## src/rsc_pkg.sv

```systemverilog
// package for the reset and stop release controller
package rsc_pkg;
  // reset vector addresses
  localparam logic [15:0] RSC_VEC_LO_ADDR = 16'h0000;
  localparam logic [15:0] RSC_VEC_HI_ADDR = 16'h0001;
  // clock rate and timing
  localparam int RSC_CLK_MHZ        = 125;
  localparam int RSC_PIN_LOW_MIN_US = 10;
  localparam int RSC_PIN_LOW_MIN_CYC = RSC_PIN_LOW_MIN_US * RSC_CLK_MHZ;
  localparam int RSC_PROC_CYC_DEF   = 16;
  localparam int RSC_STAB_CYC_DEF   = 64;
  // register map (own choice)
  localparam logic [3:0] RSC_REG_CTRL   = 4'h0;
  localparam logic [3:0] RSC_REG_STATUS = 4'h4;
  localparam logic [3:0] RSC_REG_CAUSE  = 4'h8;
  localparam logic [3:0] RSC_REG_VECTOR = 4'hc;
  // field positions
  localparam int RSC_CTRL_IND_HI  = 0;
  localparam int RSC_CTRL_STOP    = 1;
  localparam logic [31:0] RSC_RD_UNMAPPED = 32'h0000_0000;
  // interrupt request qualifiers
  typedef struct packed {
    logic req;
    logic interrupt_mask_flag;
    logic priority_level_flag;
  } rsc_irq_t;
  // reset causes, sticky
  typedef struct packed {
    logic lvd;
    logic power_on_clear_detector;
    logic wdt;
    logic pin;
  } rsc_cause_t;
  typedef enum logic [4:0] {
    RSC_ST_RESET = 5'b00001,
    RSC_ST_PROC  = 5'b00010,
    RSC_ST_STAB  = 5'b00100,
    RSC_ST_RUN   = 5'b01000,
    RSC_ST_HALT  = 5'b10000
  } rsc_state_t;
endpackage : rsc_pkg

```

## src/rsc_top.sv

```systemverilog
// reset merge, release sequencing and halt-mode exit control
//
// Design decisions made here: the Avalon-MM interface to the registers and the register offsets.
`timescale 1ns/1ps
`default_nettype none
// How it works
// - four sources merge into system reset
// - every reset restarts from vector 0000h/0001h
// - pins float, indicator low, during reset
// - pin reset ends on pin high
// - watchdog reset releases itself
// - detector reset ends when supply recovers
// - oscillator stopped while a source holds reset, clock inputs ignored
// - oscillator pins revert to port mode
// - cpu clock withheld during reset
// - halt contents kept, pins float on reset
// - low-voltage reset spares detector logic
// - watchdog reset also resets watchdog
// - power-on detector runs, low-voltage stopped unless it raised the reset
// - masked request keeps halt; ie decides service
// - low priority needs ie and isp
module rsc_top #(
  parameter int PROC_CYC = rsc_pkg::RSC_PROC_CYC_DEF,
  parameter int STAB_CYC = rsc_pkg::RSC_STAB_CYC_DEF
) (
  input  wire logic                i_clk,
  input  wire logic                i_rst,
  input  wire logic                i_reset_pin_n,
  input  wire logic                i_wdt_overflow,
  input  wire logic                i_poc_low,
  input  wire logic                i_lvd_low,
  input  wire rsc_pkg::rsc_irq_t   i_irq,
  input  wire logic                i_global_interrupt_enable,
  input  wire logic                i_in_service_priority_flag,
  input  wire logic                i_halt_enter,
  input  wire logic [3:0]          i_avs_address,
  input  wire logic                i_avs_read,
  input  wire logic                i_avs_write,
  input  wire logic [31:0]         i_avs_writedata,
  output logic [31:0]              o_avs_readdata,
  output logic                     o_avs_waitrequest,
  output logic                     o_sys_reset,
  output logic                     o_wdt_reset,
  output logic                     o_lvd_logic_reset,
  output logic                     o_lvd_enable,
  output logic                     o_poc_enable,
  output logic                     o_osc_enable,
  output logic                     o_ext_clk_valid,
  output logic                     o_osc_pins_port_mode,
  output logic                     o_cpu_clk_en,
  output logic                     o_cpu_sel_internal_high_speed_clock,
  output logic                     o_pins_hiz,
  output logic                     o_reset_indicator_pin_o,
  output logic                     o_reset_indicator_pin_oe,
  output logic                     o_halt_active,
  output logic                     o_irq_service,
  output logic                     o_fetch_start,
  output logic [15:0]              o_fetch_vector_addr
);
  import rsc_pkg::*;

  // ==========================================================
  // elaboration checks
  localparam int CNT_W   = 13;
  localparam int CNT_MAX = (1 << CNT_W) - 1;

  // refuse counts the phase counter cannot hold
  if (PROC_CYC < 1 || PROC_CYC > CNT_MAX) begin : g_bad_proc
    $error("rsc_top: PROC_CYC out of range");
  end
  if (STAB_CYC < 1 || STAB_CYC > CNT_MAX) begin : g_bad_stab
    $error("rsc_top: STAB_CYC out of range");
  end

  // ==========================================================
  // shared decode
  // register select, used by the write and read paths
  function automatic logic reg_hit(input logic [3:0] addr, input logic [3:0] reg_off);
    return addr == reg_off;
  endfunction : reg_hit

  // ==========================================================
  // input synchronisers
  logic [1:0] pin_s_q;
  logic [1:0] wdt_s_q;
  logic [1:0] poc_s_q;
  logic [1:0] lvd_s_q;

  // two flops per asynchronous source; pin turned active high
  always_ff @(posedge i_clk) begin
    pin_s_q <= {pin_s_q[0], ~i_reset_pin_n};
    wdt_s_q <= {wdt_s_q[0], i_wdt_overflow};
    poc_s_q <= {poc_s_q[0], i_poc_low};
    lvd_s_q <= {lvd_s_q[0], i_lvd_low};
  end

  logic       pin_rst;
  logic       wdt_rst;
  logic       poc_rst;
  logic       lvd_rst;
  logic       any_src;
  rsc_cause_t src_vec;

  // only the second flop is read downstream
  assign pin_rst = pin_s_q[1];
  assign wdt_rst = wdt_s_q[1];
  assign poc_rst = poc_s_q[1];
  assign lvd_rst = lvd_s_q[1] & o_lvd_enable;
  assign any_src = pin_rst | wdt_rst | poc_rst | lvd_rst;
  assign src_vec = {lvd_rst, poc_rst, wdt_rst, pin_rst};

  // ==========================================================
  // reset sequencer
  rsc_state_t       state_q;
  rsc_state_t       state_d;
  logic [CNT_W-1:0] cnt_q;
  logic             cnt_done;
  logic             ind_hi_q;
  logic             stop_pending_q;
  rsc_cause_t       cause_q;
  logic             wake;
  logic             service;
  logic             rd_valid_q;

  // phase counter has run out
  assign cnt_done = (cnt_q == '0);

  // halt-mode release decision
  always_comb begin
    wake    = i_irq.req & ~i_irq.interrupt_mask_flag;
    service = 1'b0;
    if (wake) begin
      if (!i_irq.priority_level_flag) begin
        service = i_global_interrupt_enable;
      end else begin
        service = i_global_interrupt_enable & i_in_service_priority_flag;
      end
    end
  end

  // next state; any active source forces reset, halt included
  always_comb begin
    state_d = state_q;
    unique case (state_q)
      RSC_ST_RESET: begin
        if (!any_src) begin
          state_d = RSC_ST_PROC;
        end
      end
      RSC_ST_PROC: begin
        if (cnt_done) begin
          state_d = RSC_ST_STAB;
        end
      end
      RSC_ST_STAB: begin
        if (cnt_done) begin
          state_d = RSC_ST_RUN;
        end
      end
      RSC_ST_RUN: begin
        if (i_halt_enter || stop_pending_q) begin
          state_d = RSC_ST_HALT;
        end
      end
      RSC_ST_HALT: begin
        if (wake) begin
          state_d = RSC_ST_RUN;
        end
      end
    endcase
    if (any_src) begin
      state_d = RSC_ST_RESET;
    end
  end

  // state register
  always_ff @(posedge i_clk) begin
    if (i_rst) begin
      state_q <= RSC_ST_RESET;
    end else begin
      state_q <= state_d;
    end
  end

  // phase counter: processing, then stabilisation wait
  always_ff @(posedge i_clk) begin
    if (i_rst || state_d == RSC_ST_RESET) begin
      cnt_q <= CNT_W'(PROC_CYC - 1);
    end else if (state_q == RSC_ST_PROC && cnt_done) begin
      cnt_q <= CNT_W'(STAB_CYC - 1);
    end else if (!cnt_done) begin
      cnt_q <= cnt_q - CNT_W'(1);
    end
  end

  // sticky reset cause; a new cause wins over the clear
  always_ff @(posedge i_clk) begin
    if (i_rst) begin
      cause_q <= '0;
    end else if (i_avs_write && !o_avs_waitrequest && reg_hit(i_avs_address, RSC_REG_CAUSE)) begin
      cause_q <= (cause_q & ~rsc_cause_t'(i_avs_writedata[3:0])) | src_vec;
    end else begin
      cause_q <= cause_q | src_vec;
    end
  end

  // indicator preset, dropped by every reset
  always_ff @(posedge i_clk) begin
    if (i_rst) begin
      ind_hi_q <= 1'b0;
    end else if (state_q == RSC_ST_RESET) begin
      ind_hi_q <= 1'b0;
    end else if (i_avs_write && !o_avs_waitrequest && reg_hit(i_avs_address, RSC_REG_CTRL)) begin
      ind_hi_q <= i_avs_writedata[RSC_CTRL_IND_HI];
    end
  end

  // stop request, only meaningful while running
  always_ff @(posedge i_clk) begin
    if (i_rst) begin
      stop_pending_q <= 1'b0;
    end else if (state_q != RSC_ST_RUN) begin
      stop_pending_q <= 1'b0;
    end else if (i_avs_write && !o_avs_waitrequest && reg_hit(i_avs_address, RSC_REG_CTRL)) begin
      stop_pending_q <= i_avs_writedata[RSC_CTRL_STOP];
    end
  end

  // service pulse on halt exit
  always_ff @(posedge i_clk) begin
    if (i_rst) begin
      o_irq_service <= 1'b0;
    end else begin
      o_irq_service <= (state_q == RSC_ST_HALT) && wake && !any_src && service;
    end
  end

  // fetch strobe at the end of the stabilisation wait
  always_ff @(posedge i_clk) begin
    if (i_rst) begin
      o_fetch_start <= 1'b0;
    end else begin
      o_fetch_start <= (state_q == RSC_ST_STAB) && cnt_done && !any_src;
    end
  end

  // vector pointer is fixed; high byte sits at RSC_VEC_HI_ADDR
  assign o_fetch_vector_addr = RSC_VEC_LO_ADDR;

  // ==========================================================
  // reset period outputs
  logic in_reset;
  logic in_wait;

  // reset and processing, then the stabilisation wait
  assign in_reset = (state_q == RSC_ST_RESET) || (state_q == RSC_ST_PROC);
  assign in_wait  = in_reset || (state_q == RSC_ST_STAB);

  // sequencing and detector controls
  assign o_sys_reset          = in_reset;
  assign o_wdt_reset          = in_reset;
  assign o_lvd_logic_reset    = in_reset & ~cause_q.lvd & ~lvd_rst;
  assign o_lvd_enable         = (state_q != RSC_ST_RESET) || lvd_s_q[1];
  assign o_poc_enable         = 1'b1;

  // clock controls
  assign o_osc_enable         = (state_q != RSC_ST_RESET) && (state_q != RSC_ST_HALT);
  assign o_ext_clk_valid      = !in_reset;
  assign o_osc_pins_port_mode = in_reset;
  assign o_cpu_clk_en         = (state_q == RSC_ST_RUN);
  assign o_cpu_sel_internal_high_speed_clock = 1'b1;

  // pin controls
  assign o_pins_hiz           = in_wait;
  assign o_reset_indicator_pin_oe = in_wait | ind_hi_q;
  assign o_reset_indicator_pin_o  = ~in_wait & ind_hi_q;
  assign o_halt_active        = (state_q == RSC_ST_HALT);

  // ==========================================================
  // avalon slave: one wait state on reads, none on writes
  assign o_avs_waitrequest = i_avs_read & ~rd_valid_q;

  // read wait-state flop; data stand when waitrequest drops
  always_ff @(posedge i_clk) begin
    if (i_rst) begin
      rd_valid_q <= 1'b0;
    end else begin
      rd_valid_q <= i_avs_read & ~rd_valid_q;
    end
  end

  // read data, loaded in the first cycle of a read
  always_ff @(posedge i_clk) begin
    if (i_rst) begin
      o_avs_readdata <= RSC_RD_UNMAPPED;
    end else if (i_avs_read && !rd_valid_q) begin
      if (reg_hit(i_avs_address, RSC_REG_CTRL)) begin
        o_avs_readdata <= {30'h0, stop_pending_q, ind_hi_q};
      end else if (reg_hit(i_avs_address, RSC_REG_STATUS)) begin
        o_avs_readdata <= {27'h0, state_q};
      end else if (reg_hit(i_avs_address, RSC_REG_CAUSE)) begin
        o_avs_readdata <= {28'h0, cause_q};
      end else if (reg_hit(i_avs_address, RSC_REG_VECTOR)) begin
        o_avs_readdata <= {16'h0, RSC_VEC_LO_ADDR};
      end else begin
        o_avs_readdata <= RSC_RD_UNMAPPED;
      end
    end
  end
endmodule : rsc_top
`default_nettype wire

```

## config.mk

```make
export PLATFORM = sky130hd
export DESIGN_NAME = rsc_top
export DESIGN_NICKNAME = d
export VERILOG_FILES = /design/src/rsc_pkg.sv /design/src/rsc_top.sv
export SDC_FILE = /design/constraint.sdc
export NUM_CORES = 1
export LEC_CHECK = 0
export ABC_AREA = 1
export BUFFER_PORTS_ARGS = -buffer_cell sky130_fd_sc_hd__buf_2
export CORE_MARGIN = 2
export CORE_UTILIZATION = 51
export CTS_BUF_LIST = sky130_fd_sc_hd__clkbuf_8
export DETAILED_ROUTE_END_ITERATION = 16
export PLACE_DENSITY = 0.95
export SLEW_MARGIN = 25
export SYNTH_ARGS = -nofsm -noshare
export SYNTH_HDL_FRONTEND = slang
export SYNTH_SLANG_ARGS = --single-unit
```

## constraint.sdc

```tcl
create_clock -name i_clk -period 3.85 [get_ports i_clk]
set_input_delay 0.5775 -clock i_clk [delete_from_list [all_inputs] [get_ports i_clk]]
set_output_delay 0.5775 -clock i_clk [all_outputs]
set_load 0.02 [all_outputs]
```

==> results of run 1 <==
[layer usage]
metal  wire length (um)  part of all wire, %  global-route usage (%)  up-vias
met2               1940                   47                    27.7       92
met5                  0                    0                       0        -
met1               1700                   41                    18.8      851
met3                356                  8.7                    4.27       11
met4                102                  2.5                    9.64        0
li1                   -                    -                       -      969
[how the worst min path moves through the flow]
stage,endpoint,depth (start not counted)
after CTS,pin_s_q[1],0
after floorplan,lvd_s_q[1],0
after global placement,poc_s_q[1],0
final,poc_s_q[1],0
after detailed placement,pin_s_q[1],0
after global routing,poc_s_q[1],0
[worst max-delay path, delay by kind of cell, from the launching register on]
family | cells | cell delay (ns)
buffers and inverters | 4 | 0.49
DFF | 1 | 0.43
and+or+nand+nor | 2 | 0.41
[synthesized netlist by cell type]
| cell type | number | area (um^2) |
|---|---|---|
| conb_1 | 2 | 7.51 |
| nor2_1 | 37 | 139 |
| ha_1 | 2 | 25.0 |
| nor2_2 | 8 | 50.1 |
| nand4_1 | 5 | 31.3 |
| xor2_1 | 3 | 26.3 |
| nand3b_1 | 3 | 22.5 |
| nor3_2 | 1 | 10.0 |
| xnor2_1 | 1 | 8.76 |
| o21ai_1 | 1 | 5.00 |
| nor3_1 | 1 | 5.00 |
| buf_2 | 2 | 10.0 |
| nand3_2 | 1 | 10.0 |
| o21ai_0 | 8 | 40.0 |
| dfxtp_1 | 40 | 801 |
| a211oi_1 | 2 | 15.0 |
| nor4_1 | 1 | 6.26 |
| inv_2 | 4 | 15.0 |
| nand3_1 | 17 | 85.1 |
| inv_1 | 35 | 131 |
| or2_2 | 1 | 6.26 |
| a21oi_1 | 13 | 65.1 |
| nand2_4 | 2 | 22.5 |
| nor2_4 | 5 | 56.3 |
| o211ai_2 | 1 | 12.5 |
| buf_4 | 47 | 353 |
| nand2_1 | 65 | 244 |
| nand3_4 | 1 | 17.5 |
| nand2_2 | 6 | 37.5 |
[sequential cells by signal, summed over array words and instances (netlist names)]
| register | count |
|---|---|
| cause_q | 4 |
| wdt_s_q | 2 |
| ind_hi_q | 1 |
| o_fetch_start | 1 |
| poc_s_q | 2 |
| pin_s_q | 2 |
| stop_pending_q | 1 |
| rd_valid_q | 1 |
| state_q | 5 |
| cnt_q | 13 |
| o_irq_service | 1 |
| lvd_s_q | 2 |
| o_avs_readdata | 5 |
[report_power, final]
part | total (uW) | internal, uW | switching (uW) | leakage (uW)
clock network | 359 | 212 | 147 | 0.0000614
logic | 93.5 | 20.0 | 73.5 | 0.000857
registers | 428 | 424 | 4.20 | 0.000328
[metrics by stage]
step                      instance area, um^2  util, %  instances  setup WS (ns)
after floorplan                          2420        -        358           1.80
after global placement                   2330     53.8        402           1.91
after detailed placement                 2330     53.8        402           1.91
after CTS                                2450     56.6        410           1.63
after global routing                     2450     56.6        410           1.45
final                                    2450     56.6        410           1.64
[logic make-up after synthesis]
group           Yosys count
compound gates           25
other cells               2
xor+xnor                  4
flops                    40
fa+ha+maj                 2
buf+inv                  88
simple gates            154
[cell type report]
class | count | area share (%)
Tap cell | 52 | 2.66
Timing Repair Buffer | 41 | 8.38
Multi-Input combinational cell | 230 | 45.3
Sequential cell | 40 | 32.7
Inverter | 39 | 5.98
Clock inverter | 2 | 1.58
Clock buffer | 6 | 3.37
==> metrics.cfg, run 1 <==
[drt]
ant_nets=0
drt_pre_antenna_iters=4
vias_per_cell=4.69
drtIter0Drc=95
wirelength_mm=4.10
num_vias=1923
route.detailed.drc=0
wl_per_cell_um=10.0

[floorplan]
io_pins=115
die_area_um2=4980
rows=24
core_um2=4320
die_w_um=70.5
initial_core_util_pct=52.2
fp.dieH_um=70.5

[global_route]
grt_pass1_wl_mm=6.59
grt_usage_pct=16.4
grt-ovfl-total=0
antenna_found_initial=0
grt_max_degree=14
grt_pass1_vias=1630

[yosys]
synth_seq_area_share_pct=35.5
synth-simple-area-share_pct=32.9
syn_area_um2=2260
synth_top_family_by_area=simple AND/OR/NAND/NOR gates
syn_inst=315
muxShareOfSynthArea_pct=0
synthAdderAreaFrac_pct=1.11
synth-xor-area-share_pct=1.55
synth_compound_area_share_pct=6.09
synth.avg_cell_area_um2=7.17
synthDistinctLibCells=29
ys.warnings.count=0
ys_ff_latch=40

[sta]
post-route-period-util_pct=57.3
hold_slack_ns=0.329
rsz0062_at_grt=no
slew_violations=0
period_minus_slack_ns=2.21
skew_ns=0.00679
slew_headroom_pct=63.6
clock.fmax_ghz=0.453
worstMarginPinSlew_ns=0.545
hold_viol_final=0
setup_violations=0
tns_ns=0

[clocking]
cts_resized=0
cts_htree_levels=2
clockBufferDepth=2
cts_root_buf=clkbuf_8
postCtsSetupBuffers=0
cts.hold.buffers_added=0
clkTransAtPathRegs_ns=0.08
clock-sinks=40
clock_latency_ns=0.30
tritoncts=yes
cts_made_buffers=5

[setup_path]
cp.required_ns=3.27
cp-start-kind=flop
reg2regPathDepth=7
cp_max_fo=5
cp.arrival_ns=1.63
crit_slowest_cell=dfxtp_1
endpoint=o_wdt_reset
critPathCaptureType=output port
rr_endpoint=cnt_q[1]
rrSetupSlack_ns=2.39
startpoint=state_q[4]
path_cells=inv_1, nand4_1, inv_1, nor2_1, inv_1, buf_2
critPathMostFrequentCell=inv_1
worstReg2RegStart=cnt_q[0]
crit_type=flop to output port
cp_slowest_stage_delay_ns=0.43

[power_and_ir_drop]
power_density_nw_per_um2=360
vdd_ir_drop_max_v=0.000204
power.total_uw=881
p_leak_uw=0.00125

[final_layout]
multiInputGateArea_um2=1110
nets=409
layout_common_cells=65 x nand2_1, 45 x conb_1, 41 x buf_2
n_fill_cell=390
antenna_cells=0
final_common_cell=nand2_1
syn2layout_area_growth_pct=8.42
register_area_um2=801
drive_gt1_share_pct=22.1

[outcome]
outcome=finished clean

[place]
io_buffer_count=41
dpl.hpwl_mm=3.17
gp_congestion=0.894

[run]
maxCapViolations=0

[worst_hold_path]
holdCritStartpoint=poc_s_q[0]
timing.hold.worst.class=flop to flop

No activity file was read; power rests on OpenSTA's default activity.
==> run 2, diff against run 1 <==
Settings changed: ABC_AREA 1 to 0, CORE_UTILIZATION 51 to 46, PLACE_DENSITY 0.95 to 0.89.
Clock period 3.85 ns to 2.1 ns, I/O delays scaled along.
==> run 2 against run 1 <==
  * Sequential cell count unchanged
  * Design area fell by 1.7%
  * Global-route usage increased by 0.66 points
  * Utilization is 2.1 points lower
  * Routed wire length grew 3.8%
  * Sequential power up 83%
  * Final cell count down 14%
  * Power grew 82%
  * Via count shrank 4.3%
  * Non-clock buffer count up 12
  * Register-to-register slack got worse by 2.3 ns
  * Highest routed layer unchanged
==> metrics.cfg, run 2 <==
[final_layout]
syn2layout_area_growth_pct=12.9
drive_gt1_share_pct=23.8  ; +1.8 points
final_common_cell=conb_1
nets=353  ; -14%
largest_reg_flops=13  ; unchanged
final_core_util_pct=54.5  ; -2.1 points
layout_common_cells=45 x conb_1, 41 x buf_2, 40 x dfxtp_1
n_fill_cell=409  ; +4.9%
reg_top3=cnt_q: 13 flops, o_avs_readdata: 5 flops, state_q: 5 flops
fin_cells=354  ; -14%
largest-register=cnt_q
antenna_cells=0  ; unchanged

[setup_path]
crit_type=flop to flop
path_delay_family=simple AND/OR/NAND/NOR gates
cp.arrival_ns=2.17  ; +0.54 ns
critPathCaptureType=flop
cp-start-kind=flop
cp_max_fo=6  ; +1
cp_slowest_stage_delay_ns=0.52  ; +0.09 ns
path_cells=inv_1, ha_1, or4b_4, nor4_2, nor2_1, or3_1
crit_slowest_cell=or4b_4
cp.required_ns=2.28  ; -0.99 ns
crit_buf_inv=1  ; -3

[floorplan]
initial_core_util_pct=48.3  ; -4.0 points
die_w_um=72.1  ; +2.1%
die_area_um2=5190  ; +4.3%
io_pins=115  ; unchanged
fp.dieH_um=72.1  ; +2.1%
rows=24  ; unchanged
core_um2=4410  ; +2.1%

[sta]
slew_violations=0  ; unchanged
hold_viol_final=0  ; unchanged
worstMarginPinSlew_ns=0.549  ; +0.00434 ns
tns_ns=0  ; unchanged
setup_violations=0  ; unchanged
clock.fmax_ghz=0.502
post-route-period-util_pct=94.9
period_minus_slack_ns=1.99
slew_headroom_pct=63.3  ; -0.23 points
setup_slack_ns=0.106  ; -1.54 ns
hold_slack_ns=0.120  ; -0.210 ns
skew_ns=0.00611  ; -0.000680 ns
rsz0062_at_grt=no

[drt]
num_vias=1840  ; -4.3%
ant_nets=0  ; unchanged
wl_per_cell_um=12.0  ; +20%
drt_pre_antenna_iters=4  ; unchanged
drtIter0Drc=245  ; +160%
route.detailed.drc=0  ; unchanged
vias_per_cell=5.20  ; +11%
wirelength_mm=4.26  ; +3.8%

[clocking]
clock-sinks=40  ; unchanged
clkTransAtPathRegs_ns=0.07  ; about the same
tritoncts=yes
clockBufferDepth=2  ; unchanged
clock_latency_ns=0.30  ; about the same
cts_root_buf=clkbuf_8
cts_htree_levels=2  ; unchanged
cts_made_buffers=5  ; unchanged

[outcome]
outcome=finished clean

[yosys]
synth.avg_cell_area_um2=8.36  ; +17%
synth_flop_cell=dfxtp_1
ys_ff_latch=40  ; unchanged
async_reset_ff_share_pct=0  ; unchanged
synth_seq_area_share_pct=37.6  ; +2.1 points
netlist.top_cell.by_area=dfxtp_1
synth.area.top_cells=dfxtp_1 38%, buf_4 17%, a21oi_1 4.2%
synthDistinctLibCells=43  ; +48%
synth_edf_count=0  ; unchanged
syn_area_um2=2130  ; -5.7%
synth_top_area_share_pct=37.6  ; +2.1 points
yosys-top-cells-count=47 x buf_4, 40 x dfxtp_1, 24 x nor2_1, 18 x a21oi_1, 13 x nor3_1
yosysMostFrequentCell=buf_4
syn_inst=255  ; -19%
ys.warnings.count=0  ; unchanged

[global_route]
grt_pass1_vias=1706  ; +4.7%
grt_usage_pct=17.1  ; +0.66 points
grt_max_degree=14  ; unchanged
grt_pass1_wl_mm=7.18  ; +9.0%
antenna_found_initial=0  ; unchanged
grt-ovfl-total=0  ; unchanged

[power_and_ir_drop]
combPwrFrac_pct=10.1  ; -0.5 points
p_clk_share_pct=40.9  ; about the same
swShare_pct=25.0  ; -0.53 points
switchingPower_uw=400  ; +78%
p_seq_share_pct=49.0  ; +0.4 points
internal_power_uw=1200  ; +83%
power_density_nw_per_um2=665  ; +85%
vdd_ir_drop_max_v=0.000306  ; +50%
p_leak_uw=0.00112  ; -10%

[place]
gp_congestion=0.890  ; -0.38%
dpl.hpwl_mm=3.23  ; +1.9%
place_ws_ns=-0.0349  ; -1.95 ns
place_inst=346  ; -14%
io_buffer_count=41  ; unchanged

[run]
maxCapViolations=0  ; unchanged

[worst_hold_path]
timing.hold.worst.class=input pin to flop

[run 2: timing repair]
item | in CTS | in global routing
buffers inserted | 0 | 0
hold buffers | 0 | 0
endpoints found under the setup margin | 2 | 10
pin swaps | 0 | 0
resized for setup | 2 | 5
[run 2: area by class of cell]
cell class	instances	area (um^2)	share of cell area [%]
multi-input combinational	192	1090	45.3
inverter	9	33.8	1.40
sequential	40	801	33.3
tap	52	65.1	2.70
clock buffer	6	82.6	3.43
timing repair buffer	53	295	12.3
clock inverter	2	38.8	1.61
[run 2: metrics by stage]
step           power [uW]  cell area, um^2
6_report             1600             2410
3_3_place_gp          956             2260
2_1_floorplan         982             2290
3_5_place_dp          959             2260
4_1_cts              1610             2390
5_1_grt              1670             2410
[run 2: per-layer routing]
metal  share of wire [%]  track usage (%)
met3                 7.7             2.92
met1                  40             20.0
met2                  51             30.6
met4                 2.0             7.13
met5                   0                0
[run 2: logic make-up after synthesis]
logic type | share of synthesized area [%]
AO/OA/AOI/OAI | 12.7
adder cells (fa/ha/maj) | 1.17
buffers and inverters | 20.0
flip-flops | 37.6
multiplexers | 2.35
other | 0.352
AND/OR/NAND/NOR | 25.8
[run 2: path summary, 6_finish.rpt]
check,from,end,slack (ns),cells after the start
min,i_lvd_low,lvd_s_q[0],0.12,1
max reg2reg,cnt_q[1],cnt_q[3],0.11,6
min reg2reg,poc_s_q[0],poc_s_q[1],0.33,0
max,cnt_q[1],cnt_q[3],0.11,6
[run 2: power by group through the flow]
| stage | sequential (uW) | clock [uW] | combinational (uW) |
|---|---|---|---|
| global route | 785 | 706 | 176 |
| floorplan | 799 | 0 | 183 |
| finish | 783 | 655 | 161 |
| global placement | 800 | 0 | 156 |
| CTS | 783 | 673 | 159 |
| detailed placement | 801 | 0 | 158 |
